## config.mk

```make
export PLATFORM = sky130hd
export DESIGN_NAME = sbce_core
export DESIGN_NICKNAME = d
export VERILOG_FILES = /design/src/design/sbce_pkg.sv /design/src/design/sbce_core.sv
export SDC_FILE = /design/constraint.sdc
export NUM_CORES = 1
export LEC_CHECK = 0
export BUFFER_PORTS_ARGS = -buffer_cell sky130_fd_sc_hd__buf_4
export CORE_UTILIZATION = 34
export DETAILED_ROUTE_END_ITERATION = 12
export GPL_ROUTABILITY_DRIVEN = 1
export PLACE_DENSITY_LB_ADDON = 0.3
export SYNTH_ARGS = -nofsm -noshare
export SYNTH_HDL_FRONTEND = slang
export SYNTH_SLANG_ARGS = --single-unit
```

## constraint.sdc

```tcl
create_clock -name clk_i -period 3.55 [get_ports clk_i]
set_input_delay 0.71 -clock clk_i [delete_from_list [all_inputs] [get_ports clk_i]]
set_output_delay 0.71 -clock clk_i [all_outputs]
set_load 0.01 [all_outputs]
```

## src/design/sbce_pkg.sv

```systemverilog
// Purpose: Constants and types for the system bus command encoder
// Assumes: One system clock at 40 MHz; all latencies counted in processor_cycles
// Notes: Command/identifier encoding, alignment, release latency, protocol error
//
// How it works
// Request seen one cycle before a request's last cycle: release within 4..6 cycles.
// Request seen idle or in the last cycle: release within 4..24 cycles.
// Agent drives reserved bits to one; our reserved bits are don't-care.
// Bit 4 of the five-bit code: zero command/address, one data identifier.
// Command bit 3: zero read, one write.
// Read command bit 2: zero single, one block read.
// Block read size: 0 two, 1 four, 2 eight words, 3 reserved.
// Eight-word reads only at 32-byte aligned address; else split into four-word reads. The core sends only one four-word read.
// Single read low bits give valid bytes minus one.
// Doubleword moves as two words; little endian low half first, big high first.
// Agent returns block read data in subblock order from addressed doubleword.
// Write command bit 2: zero single, one block write.
// Block write size: 0 two, 1 four words; 2 and 3 reserved.
// Single write low bits give valid bytes minus one.
// Block write sends first doubleword address, data sequential; eight words as two fours.
// Agent writes to the device only one word, one clock each.
// Identifier bit 3 zero marks last element, one any earlier element.
// Device data identifiers: error bit zero, check-enable bit one.
// Agent data bit 2: zero response data, one not response data.
// Agent data with bit 1 set raises a bus error.
// Device ignores bit 0 of agent identifiers.
// Addresses are 32-bit, aligned to transfer size.
// Accept data only with valid strobe asserted and a data identifier present.
// Missing last element hangs; bus request output toggles each clock until reset.
package sbce_pkg;
  localparam int unsigned CMD_W = 5;
  localparam int unsigned AD_W = 32;
  localparam logic [4:0] CMD_BIT_DATA = 5'h10;
  localparam int unsigned B_KIND = 4;
  localparam int unsigned B_WRITE = 3;
  localparam int unsigned B_BLOCK = 2;
  localparam int unsigned B_LAST = 3;
  localparam int unsigned B_RESP = 2;
  localparam int unsigned B_ERR = 1;
  localparam int unsigned B_CHK = 0;
  localparam logic [1:0] BSZ_2W = 2'h0;
  localparam logic [1:0] BSZ_4W = 2'h1;
  localparam logic [1:0] BSZ_8W = 2'h2;
  localparam logic [4:0] ALIGN8_MASK = 5'h1F;
  localparam logic [2:0] ID_TAIL = 3'h1;
  localparam logic [2:0] RSV_ONE = 3'h7;
  localparam logic [3:0] CNT_4W = 4'h4;
  localparam logic [3:0] CNT_2W = 4'h2;
  localparam logic [3:0] CNT_1W = 4'h1;
  localparam int unsigned CLK_MHZ = 40;
  localparam int unsigned REL_MIN_CYC = 4;
  localparam int unsigned REL_CAT1_MAX_CYC = 6;
  localparam int unsigned REL_CAT2_MAX_CYC = 24;
  localparam logic [4:0] REL_DELAY = 5'h4;
  localparam logic [4:0] CAT1_MAX = 5'h6;
  localparam logic [4:0] CAT2_MAX = 5'h18;
  localparam logic [15:0] HANG_LIMIT = 16'h0400;

  typedef enum logic [4:0] {
    SBCE_IDLE = 5'h01,
    SBCE_ADDR = 5'h02,
    SBCE_DATA = 5'h04,
    SBCE_WAIT = 5'h08,
    SBCE_SLAVE = 5'h10
  } sbce_state_t;

  typedef struct packed {
    logic valid;
    logic write;
    logic block;
    logic [1:0] size;
    logic [31:0] addr;
    logic [63:0] wdata;
  } sbce_req_t;

  typedef struct packed {
    logic done;
    logic [31:0] data;
    logic last;
    logic resp;
    logic bus_err;
  } sbce_rsp_t;
endpackage : sbce_pkg

```

## src/design/sbce_core.sv

```systemverilog
// Purpose: Processor-side bus engine: encodes commands, moves data, releases the bus
// Assumes: Pins are synchronous to clk_i; one core request at a time
// Notes: Two-way bus pins are split into input, output and output enable
//
// The plain strobed port is this design's own decision.
`default_nettype none
module sbce_core #(
  parameter logic [15:0] HANG_CYCLES = sbce_pkg::HANG_LIMIT
) (
  input wire logic clk_i,
  input wire logic srst_i,
  input wire logic big_endian_i,
  input wire sbce_pkg::sbce_req_t req_i,
  output logic req_ready_o,
  output sbce_pkg::sbce_rsp_t rsp_o,
  input wire logic ext_bus_request_n_i,
  input wire logic ext_valid_strobe_n_i,
  input wire logic [4:0] command_bus_i,
  input wire logic [31:0] addr_data_bus_i,
  output logic [4:0] command_bus_o,
  output logic [31:0] addr_data_bus_o,
  output logic bus_oe_o,
  output logic proc_bus_master_n_o,
  output logic proc_bus_request_n_o,
  output logic bus_error_o
);
  import sbce_pkg::*;

  typedef struct packed {
    sbce_state_t st;
    logic write;
    logic block;
    logic [1:0] size;
    logic [31:0] addr;
    logic [63:0] wdata;
    logic [3:0] left;
    logic [3:0] sent;
    logic second;
    logic split;
    logic [4:0] rel_cnt;
    logic rel_pend;
    logic [15:0] hang;
    logic hung;
    logic ready;
    sbce_rsp_t rsp;
    logic [4:0] cmd;
    logic [31:0] ad;
    logic oe;
    logic master_n;
    logic proc_bus_request_n_n;
    logic berr;
  } sbce_core_t;

  sbce_core_t s;
  sbce_core_t next_s;
  logic data_in;
  logic last_cycle;

  ////////////////////////////////////////////////////////////////////////////
  // Incoming data qualified by strobe and identifier type
  assign data_in = !ext_valid_strobe_n_i && command_bus_i[B_KIND];
  assign last_cycle = (s.st == SBCE_DATA) && s.write && (s.left == CNT_1W);

  always_comb begin
    next_s = s;
    next_s.rsp.done = 1'b0;
    next_s.berr = 1'b0;
    if (s.hung) begin
      next_s.proc_bus_request_n_n = !s.proc_bus_request_n_n;
      next_s.oe = 1'b0;
    end else begin
      // Release latency: start counting when the agent asks for the bus
      if (!ext_bus_request_n_i && !s.rel_pend && s.master_n == 1'b0) begin
        next_s.rel_pend = 1'b1;
        next_s.rel_cnt = 5'h0;
      end else if (s.rel_pend) begin
        next_s.rel_cnt = s.rel_cnt + 5'h1;
      end
      case (s.st)
        SBCE_IDLE: begin
          next_s.oe = 1'b0;
          next_s.ready = 1'b1;
          if (s.rel_pend && s.rel_cnt + 5'h1 >= REL_DELAY) begin
            next_s.st = SBCE_SLAVE;
            next_s.master_n = 1'b1;
            next_s.rel_pend = 1'b0;
            next_s.ready = 1'b0;
          end else if (req_i.valid && s.ready && ext_bus_request_n_i) begin
            next_s.ready = 1'b0;
            next_s.write = req_i.write;
            next_s.block = req_i.block;
            next_s.wdata = req_i.wdata;
            next_s.second = 1'b0;
            // Kept here, since the requester may change its fields once taken
            next_s.split = req_i.write && req_i.block && req_i.size == BSZ_8W;
            next_s.size = req_i.size;
            // Unaligned eight-word reads fall back to one four-word read
            if (!req_i.write && req_i.block && req_i.size == BSZ_8W
                && (req_i.addr[4:0] & ALIGN8_MASK) != 5'h00) begin
              next_s.size = BSZ_4W;
            end
            // Eight-word writes go as two four-word blocks
            if (req_i.write && req_i.block && req_i.size == BSZ_8W) begin
              next_s.size = BSZ_4W;
            end
            // Align address to transfer size
            if (req_i.block) begin
              next_s.addr = {req_i.addr[31:3], 3'h0};
            end else if (req_i.size == 2'h3) begin
              next_s.addr = {req_i.addr[31:2], 2'h0};
            end else if (req_i.size == 2'h1) begin
              next_s.addr = {req_i.addr[31:1], 1'h0};
            end else begin
              next_s.addr = req_i.addr;
            end
            if (req_i.write && req_i.block) begin
              next_s.addr = {req_i.addr[31:5], req_i.size == BSZ_8W ? 2'h0 : req_i.addr[4:3], 3'h0};
            end
            next_s.st = SBCE_ADDR;
          end
        end
        SBCE_ADDR: begin
          next_s.oe = 1'b1;
          next_s.ad = s.addr;
          next_s.cmd = {1'b0, s.write, s.block, s.size};
          next_s.sent = 4'h0;
          if (!s.block) begin
            next_s.left = CNT_1W;
          end else if (s.size == BSZ_2W) begin
            next_s.left = CNT_2W;
          end else if (s.size == BSZ_4W) begin
            next_s.left = CNT_4W;
          end else begin
            next_s.left = CNT_4W + CNT_4W;
          end
          next_s.st = s.write ? SBCE_DATA : SBCE_WAIT;
          next_s.hang = 16'h0;
        end
        SBCE_DATA: begin
          // Low or high half first depending on endianness
          // A single transfer always carries the low word, whatever the byte order
          next_s.ad = (s.block && (s.sent[0] ^ big_endian_i)) ? s.wdata[63:32] : s.wdata[31:0];
          next_s.cmd = {1'b1, s.left != CNT_1W, RSV_ONE[0], 1'b0, 1'b1};
          next_s.sent = s.sent + 4'h1;
          next_s.left = s.left - 4'h1;
          if (s.left == CNT_1W) begin
            if (s.split && s.second == 1'b0) begin
              next_s.second = 1'b1;
              next_s.addr = s.addr + 32'h10;
              next_s.st = SBCE_ADDR;
            end else begin
              next_s.rsp.done = 1'b1;
              next_s.st = SBCE_IDLE;
            end
          end
        end
        SBCE_WAIT: begin
          next_s.oe = 1'b0;
          next_s.hang = s.hang + 16'h1;
          if (data_in) begin
            next_s.hang = 16'h0;
            next_s.rsp.done = 1'b1;
            next_s.rsp.data = addr_data_bus_i;
            next_s.rsp.last = !command_bus_i[B_LAST];
            next_s.rsp.resp = !command_bus_i[B_RESP];
            next_s.rsp.bus_err = command_bus_i[B_ERR];
            next_s.berr = command_bus_i[B_ERR];
            if (!command_bus_i[B_LAST]) begin
              next_s.st = SBCE_IDLE;
            end
          end else if (s.hang >= HANG_CYCLES) begin
            next_s.hung = 1'b1;
          end
        end
        SBCE_SLAVE: begin
          next_s.oe = 1'b0;
          next_s.master_n = 1'b1;
          // Agent single-word writes are accepted while slave
          if (data_in) begin
            next_s.rsp.done = 1'b1;
            next_s.rsp.data = addr_data_bus_i;
            next_s.rsp.last = 1'b1;
            next_s.rsp.resp = !command_bus_i[B_RESP];
            next_s.rsp.bus_err = command_bus_i[B_ERR];
            next_s.berr = command_bus_i[B_ERR];
          end
          if (ext_bus_request_n_i) begin
            next_s.master_n = 1'b0;
            next_s.st = SBCE_IDLE;
          end
        end
        default: begin
          next_s.st = SBCE_IDLE;
        end
      endcase
      if (s.rel_pend && s.rel_cnt + 5'h1 >= CAT2_MAX) begin
        next_s.st = SBCE_SLAVE;
        next_s.master_n = 1'b1;
        next_s.oe = 1'b0;
        next_s.rel_pend = 1'b0;
      end
      if (next_s.st == SBCE_IDLE && s.st != SBCE_IDLE && s.rel_pend && last_cycle) begin
        next_s.rel_pend = 1'b1;
      end
    end
  end

  always_ff @(posedge clk_i) begin
    if (srst_i) begin
      s <= '0;
      s.st <= SBCE_IDLE;
      s.proc_bus_request_n_n <= 1'b1;
      s.cmd <= 5'h1F;
    end else begin
      s <= next_s;
    end
  end

  assign req_ready_o = s.ready;
  assign rsp_o = s.rsp;
  assign command_bus_o = s.cmd;
  assign addr_data_bus_o = s.ad;
  assign bus_oe_o = s.oe;
  assign proc_bus_master_n_o = s.master_n;
  assign proc_bus_request_n_o = s.proc_bus_request_n_n;
  assign bus_error_o = s.berr;

  ////////////////////////////////////////////////////////////////////////////
  // Checks
  a_release_bound: assert property (@(posedge clk_i) disable iff (srst_i)
    $fell(ext_bus_request_n_i) && !s.master_n && !s.hung |-> ##[1:24] proc_bus_master_n_o)
    else $error("bus not released in time");
  a_release_min: assert property (@(posedge clk_i) disable iff (srst_i)
    $fell(ext_bus_request_n_i) && !s.master_n && !s.hung |-> ##1 !proc_bus_master_n_o [*4])
    else $error("bus released too early");
  a_cmd_kind: assert property (@(posedge clk_i) disable iff (srst_i)
    s.st == SBCE_ADDR |=> !command_bus_o[B_KIND])
    else $error("address cycle without command code");
  a_data_ident: assert property (@(posedge clk_i) disable iff (srst_i)
    s.st == SBCE_DATA |=> command_bus_o[B_KIND] && !command_bus_o[B_ERR] && command_bus_o[B_CHK])
    else $error("bad outgoing data identifier");
  a_block_align: assert property (@(posedge clk_i) disable iff (srst_i)
    s.st == SBCE_ADDR && s.block |=> addr_data_bus_o[2:0] == 3'h0)
    else $error("block address not aligned");
  a_eight_align: assert property (@(posedge clk_i) disable iff (srst_i)
    s.st == SBCE_ADDR && s.block && s.size == BSZ_8W |-> s.addr[4:0] == 5'h00)
    else $error("eight-word read unaligned");
  a_last_flag: assert property (@(posedge clk_i) disable iff (srst_i)
    s.st == SBCE_DATA && s.left == CNT_1W |=> !command_bus_o[B_LAST])
    else $error("last element not flagged");
  a_bus_error: assert property (@(posedge clk_i) disable iff (srst_i)
    s.st == SBCE_WAIT && !s.hung && data_in && command_bus_i[B_ERR] |=> bus_error_o)
    else $error("bus error not raised");
  a_hang_toggle: assert property (@(posedge clk_i) disable iff (srst_i)
    s.hung |=> proc_bus_request_n_o != $past(proc_bus_request_n_o))
    else $error("hang toggle missing");
  c_write_done: cover property (@(posedge clk_i) s.st == SBCE_DATA ##1 s.st == SBCE_IDLE);
  c_read_done: cover property (@(posedge clk_i) s.st == SBCE_WAIT && data_in);
  c_release: cover property (@(posedge clk_i) s.st == SBCE_SLAVE);
  c_hang: cover property (@(posedge clk_i) s.hung);
endmodule : sbce_core
`default_nettype wire

```

# Word-level counts from Yosys, hierarchy flattened
# Cells that the tools add are included.
[op_classes] bitwise_logic=7 muxes=60 order_cmp=3 eq_ne=20 addsub=5 n_reduce_logical=48
[ops] operator="two-way mux 105 bit" n=1
[ops] operator="two-way mux 32 bit" n=3
[ops] operator="two-way mux 96 bit" n=1
[ops] operator="two-way mux 75 bit" n=1
[ops] operator="one-hot mux 37 bit (2 select lines)" n=1
[ops] operator="two-way mux 36 bit" n=2
[ops] operator="one-hot mux 35 bit (2 select lines)" n=1
[ops] operator="one-hot mux 32 bit (2 select lines)" n=1
[ops] operator="two-way mux 5 bit" n=10
[ops] operator="adder 32 x 5 -> 32 bit (second input constant)" n=1
[ops] operator="one-hot mux 16 bit (2 select lines)" n=1
[ops] operator="one-hot mux 5 bit (5 select lines)" n=1
[ops] operator="logical AND 1 bit" n=19
[ops] operator="two-way mux 1 bit" n=19
[ops] operator="adder 16 x 1 -> 16 bit (second input constant)" n=1
[ops] operator="greater-or-equal comparator 16 x 11 -> 1 bit (second input constant)" n=1
[ops] operator="two-way mux 16 bit" n=1
[ops] operator="two-way mux 4 bit" n=4
[ops] operator="one-hot mux 8 bit (2 select lines)" n=1
[ops] operator="two-way mux 2 bit" n=7
[ops] operator="nonzero test 2 bit" n=6
[ops] operator="== test 5 x 1 -> 1 bit (second input constant)" n=2
[ops] operator="inequality test 2 bit (second input constant)" n=4
[ops] operator="AND reduction 2 bit" n=4
[ops] operator="other kinds (31)" n=50
[totals] wordCells=169 out_inout_bits=78 register_bits=216

# Logic depth before layout (Yosys ltp)
[depth] depth_word=16 ltp_mapped=10 mapped_depth_nobuf=8

# Worst setup path before layout
# Ideal clock, no wire load.
[synth_timing] kind="in2reg" startpoint="input big_endian_i" endpoint="register s, in the netlist addr_data_bus_o[1]" path_slack_ns=1.504 t_arrival_ns=1.919 n_path_buf=1 setup_ns=0.128 path_stages=7 path_cell_list="xor2_1 > nand2_1 > clkbuf_1 > mux2i_1 > a211oi_1 > a21oi_1 > nor2_1"
[synth_between] elab_chain_cells=4
[synth_rtl] element="from (decl)" line_no="sbce_core.sv:12" rtl="input wire logic big_endian_i,"
[synth_rtl] element="XOR 1 bit" line_no="sbce_core.sv:142" rtl="next_s.ad = (s.block && (s.sent[0] ^ big_endian_i)) ? s.wdata[63:32] : s.wdata[31:0];"
[synth_rtl] element="logical AND 1 bit" line_no="sbce_core.sv:142"
[synth_rtl] element="two-way mux 32 bit" line_no="sbce_core.sv:142"
[synth_rtl] element="one-hot mux 37 bit (2 select lines)" line_no="sbce_core.sv:79" rtl="case (s.st)"
[synth_rtl] element="to (signal assigned)" line_no="sbce_core.sv:215" rtl="s <= next_s;"
[synth_rtl] element="to (decl)" line_no="sbce_core.sv:54" rtl="sbce_core_t s;"
# No other way between the ends.
# A chain may end at the register's enable or synchronous reset.

# Worst setup path after layout
[layout_timing] startpoint="register s[213] (netlist bit)" endpoint="register s[195] (netlist bit)"
[layout_between] elab_chain_cells=3
[layout_rtl] element="== test 5 x 1 -> 1 bit or == test 5 x 3 -> 1 bit (tied branches)" line_no="sbce_core.sv:79"
[layout_rtl] element="inequality test 2 bit (no source line), or another cell as far along"
[layout_rtl] element="AND reduction 6 bit (no source line)"
# Parallel ways exist; a longest one is shown, timed or not.

==> results.cfg <==
[floorplanning]
die_h_microns = 175
start_util_pct = 34.6
rows = 63
die_x_microns = 175
design.core.area_sq_um = 29600
io_pins = 221
die_area_sq_um = 30700

[routing]
route.detailed.drc = 0
postRouteAntennaNets = 0
viasPerCell = 5.07
drt_wl_total_mm = 28.2
drt_iter0_drc = 506
first_pass_iters = 5
vias = 9266
wl_per_cell_microns = 15.4

[hold_path]
worst_hold_path_type = in -> reg
hp-start = command_bus_i[2]
hold_depth = 2
hold_end = rsp_o[1]$_SDFFE_PP0P_

[sta]
slew_headroom_pct = 45.3
drv_slew = 0
worst_pin_slew_ps = 820
finalSetupViolations = 0
rsz0062_at_grt = no
setup_slack_ps = 1080
finalCritPeriodShare_pct = 69.5
tns_ps = 0
final_hold_viol_count = 0
finClkSkew_ps = 22.3
fin_crit_ps = 2470
max_freq_mhz = 405

[clocking]
cts_buffers = 25
root_buffer = clkbuf_16
cts_tree = yes
path_clk_slew_ps = 60
cts.htree.levels = 1
cts_num_sinks = 213
ctsHoldBuffers = 0
cts_setup_buffers = 0
post_cts_resized = 0
clkLatencyLatePin_ps = 530
clk_path_buf_depth = 3

[setup_path]
r2r-end = s[195]$_SDFFE_PP0P_
critPathMaxFanout = 88
rrSetupSlack_ps = 1080
rr_startpoint = s[213]$_SDFFE_PP0N_
cp-start-kind = register
crit_chain = or3b_1 -> nor3_4 -> buf_12 -> nand2_1 -> nor4b_1 -> o21ai_0 -> a21oi_1
slowest_delay_ps = 510
endpoint_kind = register
crit_family = simple AND/OR/NAND/NOR gates
reg2regPathDepth = 7
arrival_ps = 2930
critPathBufInv = 1
crit_required_ps = 4010
cp_slowest_cell = dfxtp_1
crit_type = reg -> reg

[global_routing]
grt_first_pass_wirelength_mm = 44.9
grt_pass1_vias = 8463
antenna_found_initial = 0
grt_max_degree = 153
grt_usage_pct = 17.8
gr-total-overflow = 0

[power_and_ir_drop]
finalPower_mw = 5.47
cellLeakagePower_nw = 4.86
vdd_ir_drop_max_mv = 0.316
power.density_nw_per_um2 = 442

[logic_synthesis]
async_flop_share_pct = 0
ys_seq_elements = 213
synthCells = 1323
ys_seq_area_share_pct = 41.7
synth-warning-count = 0
syn-cell-area_sq_um = 10200
synth_fp_nets = 1473
synth_edf_count = 0
avgSynthCellArea_sq_um = 7.72
yosysUniqueCellTypes = 63
synth_flop_cell = dfxtp_1

[cells_and_area]
nFillCells = 3037
multi_input_area_sq_um = 4930
layout-drive-gt1-share_pct = 20.2
mostFrequentLayoutCells = nand2_1, buf_4, dfxtp_1
nets = 1568
layout_commonest_cell = nand2_1
diodes = 0
regArea_sq_um = 4260
syn2layout_area_growth_pct = 21.1

[place]
hpwlAfterDp_mm = 18.9
place_congestion = 0.818
pre_cts_slack_ps = 1110
io_buffers = 219

[status]
status = finished, final reports clean

[flow_run]
drv_cap = 0
## state kept, by name, summed over array words and instances (netlist names)
register	flops
command_bus_o	5
bus_oe_o	1
proc_bus_master_n_o	1
addr_data_bus_o	32
proc_bus_request_n_o	1
rsp_o	36
bus_error_o	1
req_ready_o	1
s	135
## through the flow
step | util, % | cell area, sq um | hold WS (ps) | instances
5_1_grt | 41.8 | 12400 | 352 | 1826
4_1_cts | 41.8 | 12400 | 347 | 1826
3_5_place_dp | 39.0 | 11500 | 443 | 1781
2_1_floorplan | - | 10200 | 431 | 1323
3_3_place_gp | 39.0 | 11500 | 438 | 1781
6_report | 41.8 | 12400 | 373 | 1826
## kinds of logic (layout without fill, tap and decap cells)
family / Yosys count / count (layout) / share of synthesized area (%)
multiplexers: 32 / 32 / 3.14
adder cells (fa/ha/maj): 7 / 7 / 0.857
AND/OR/NAND/NOR: 557 / 557 / 24.3
XOR/XNOR: 23 / 23 / 1.97
flip-flops: 213 / 213 / 41.7
AO/OA/AOI/OAI: 315 / 315 / 17.9
buffers and inverters: 176 / 289 / 10.1
## power breakdown
part           leakage [nW]  internal (mW)  total (mW)  switching [mW]
Combinational          2.72          0.179       0.381           0.202
Sequential             1.72           2.44        2.48          0.0434
Clock                 0.422           1.59        2.61            1.02
Total                  4.86           4.21        5.47            1.26
## layer usage
metal,vias up,GRT usage (%),routed length [microns],share of wire [%]
li1,4665,-,-,-
met1,4226,25.4,13300,47
met2,346,27.7,12300,44
met3,29,3.27,2100,7.4
met4,0,3.80,466,1.7
met5,-,0,0,0
## cells in the mapped netlist (all sizes together), types with 5 or more instances
| cell type | number | share of area [%] |
|---|---|---|
| a21oi | 177 | 8.7 |
| inv | 8 | 0.29 |
| a221oi | 10 | 0.86 |
| clkbuf | 54 | 2.0 |
| xor2 | 13 | 1.1 |
| xnor2 | 10 | 0.86 |
| nand2 | 263 | 9.7 |
| nand3 | 30 | 1.5 |
| nor4 | 6 | 0.37 |
| a31oi | 9 | 0.55 |
| ha | 7 | 0.86 |
| and4 | 8 | 0.69 |
| nor2b | 5 | 0.31 |
| dfxtp | 213 | 42 |
| mux2i | 32 | 3.1 |
| nor3b | 5 | 0.37 |
| nand3b | 5 | 0.37 |
| nor2 | 147 | 5.5 |
| nand2b | 7 | 0.43 |
| o31ai | 5 | 0.37 |
| nor3 | 31 | 1.7 |
| buf | 113 | 7.7 |
| a211oi | 36 | 2.6 |
| and3 | 13 | 0.80 |
| o21ai | 50 | 2.4 |
| nand4 | 19 | 1.2 |
## area by class of cell
| class | instances | area share [%] |
|---|---|---|
| repair buffers | 235 | 14.6 |
| clock buffers | 37 | 5.99 |
| flip-flops and latches | 213 | 34.5 |
| inverters | 9 | 0.273 |
| well taps | 390 | 3.95 |
| clock inverters | 8 | 0.850 |
| multi-input cells | 934 | 39.9 |
## how the worst max path moves through the flow
stage	from	end	slack, ps	depth (start not counted)
after floorplan	big_endian_i	addr_data_bus_o[1]$_SDFFE_PP0P_	1500	7
after CTS	s[96]$_SDFFE_PP0P_	s[161]$_SDFFE_PP0P_	1120	7
final	s[213]$_SDFFE_PP0N_	s[195]$_SDFFE_PP0P_	1080	7
after global placement	big_endian_i	addr_data_bus_o[12]$_SDFFE_PP0P_	1110	8
after detailed placement	big_endian_i	addr_data_bus_o[12]$_SDFFE_PP0P_	1110	8
after global routing	s[96]$_SDFFE_PP0P_	s[117]$_SDFFE_PP0P_	770	7
Note: power is estimated with default switching activity, not from simulation.
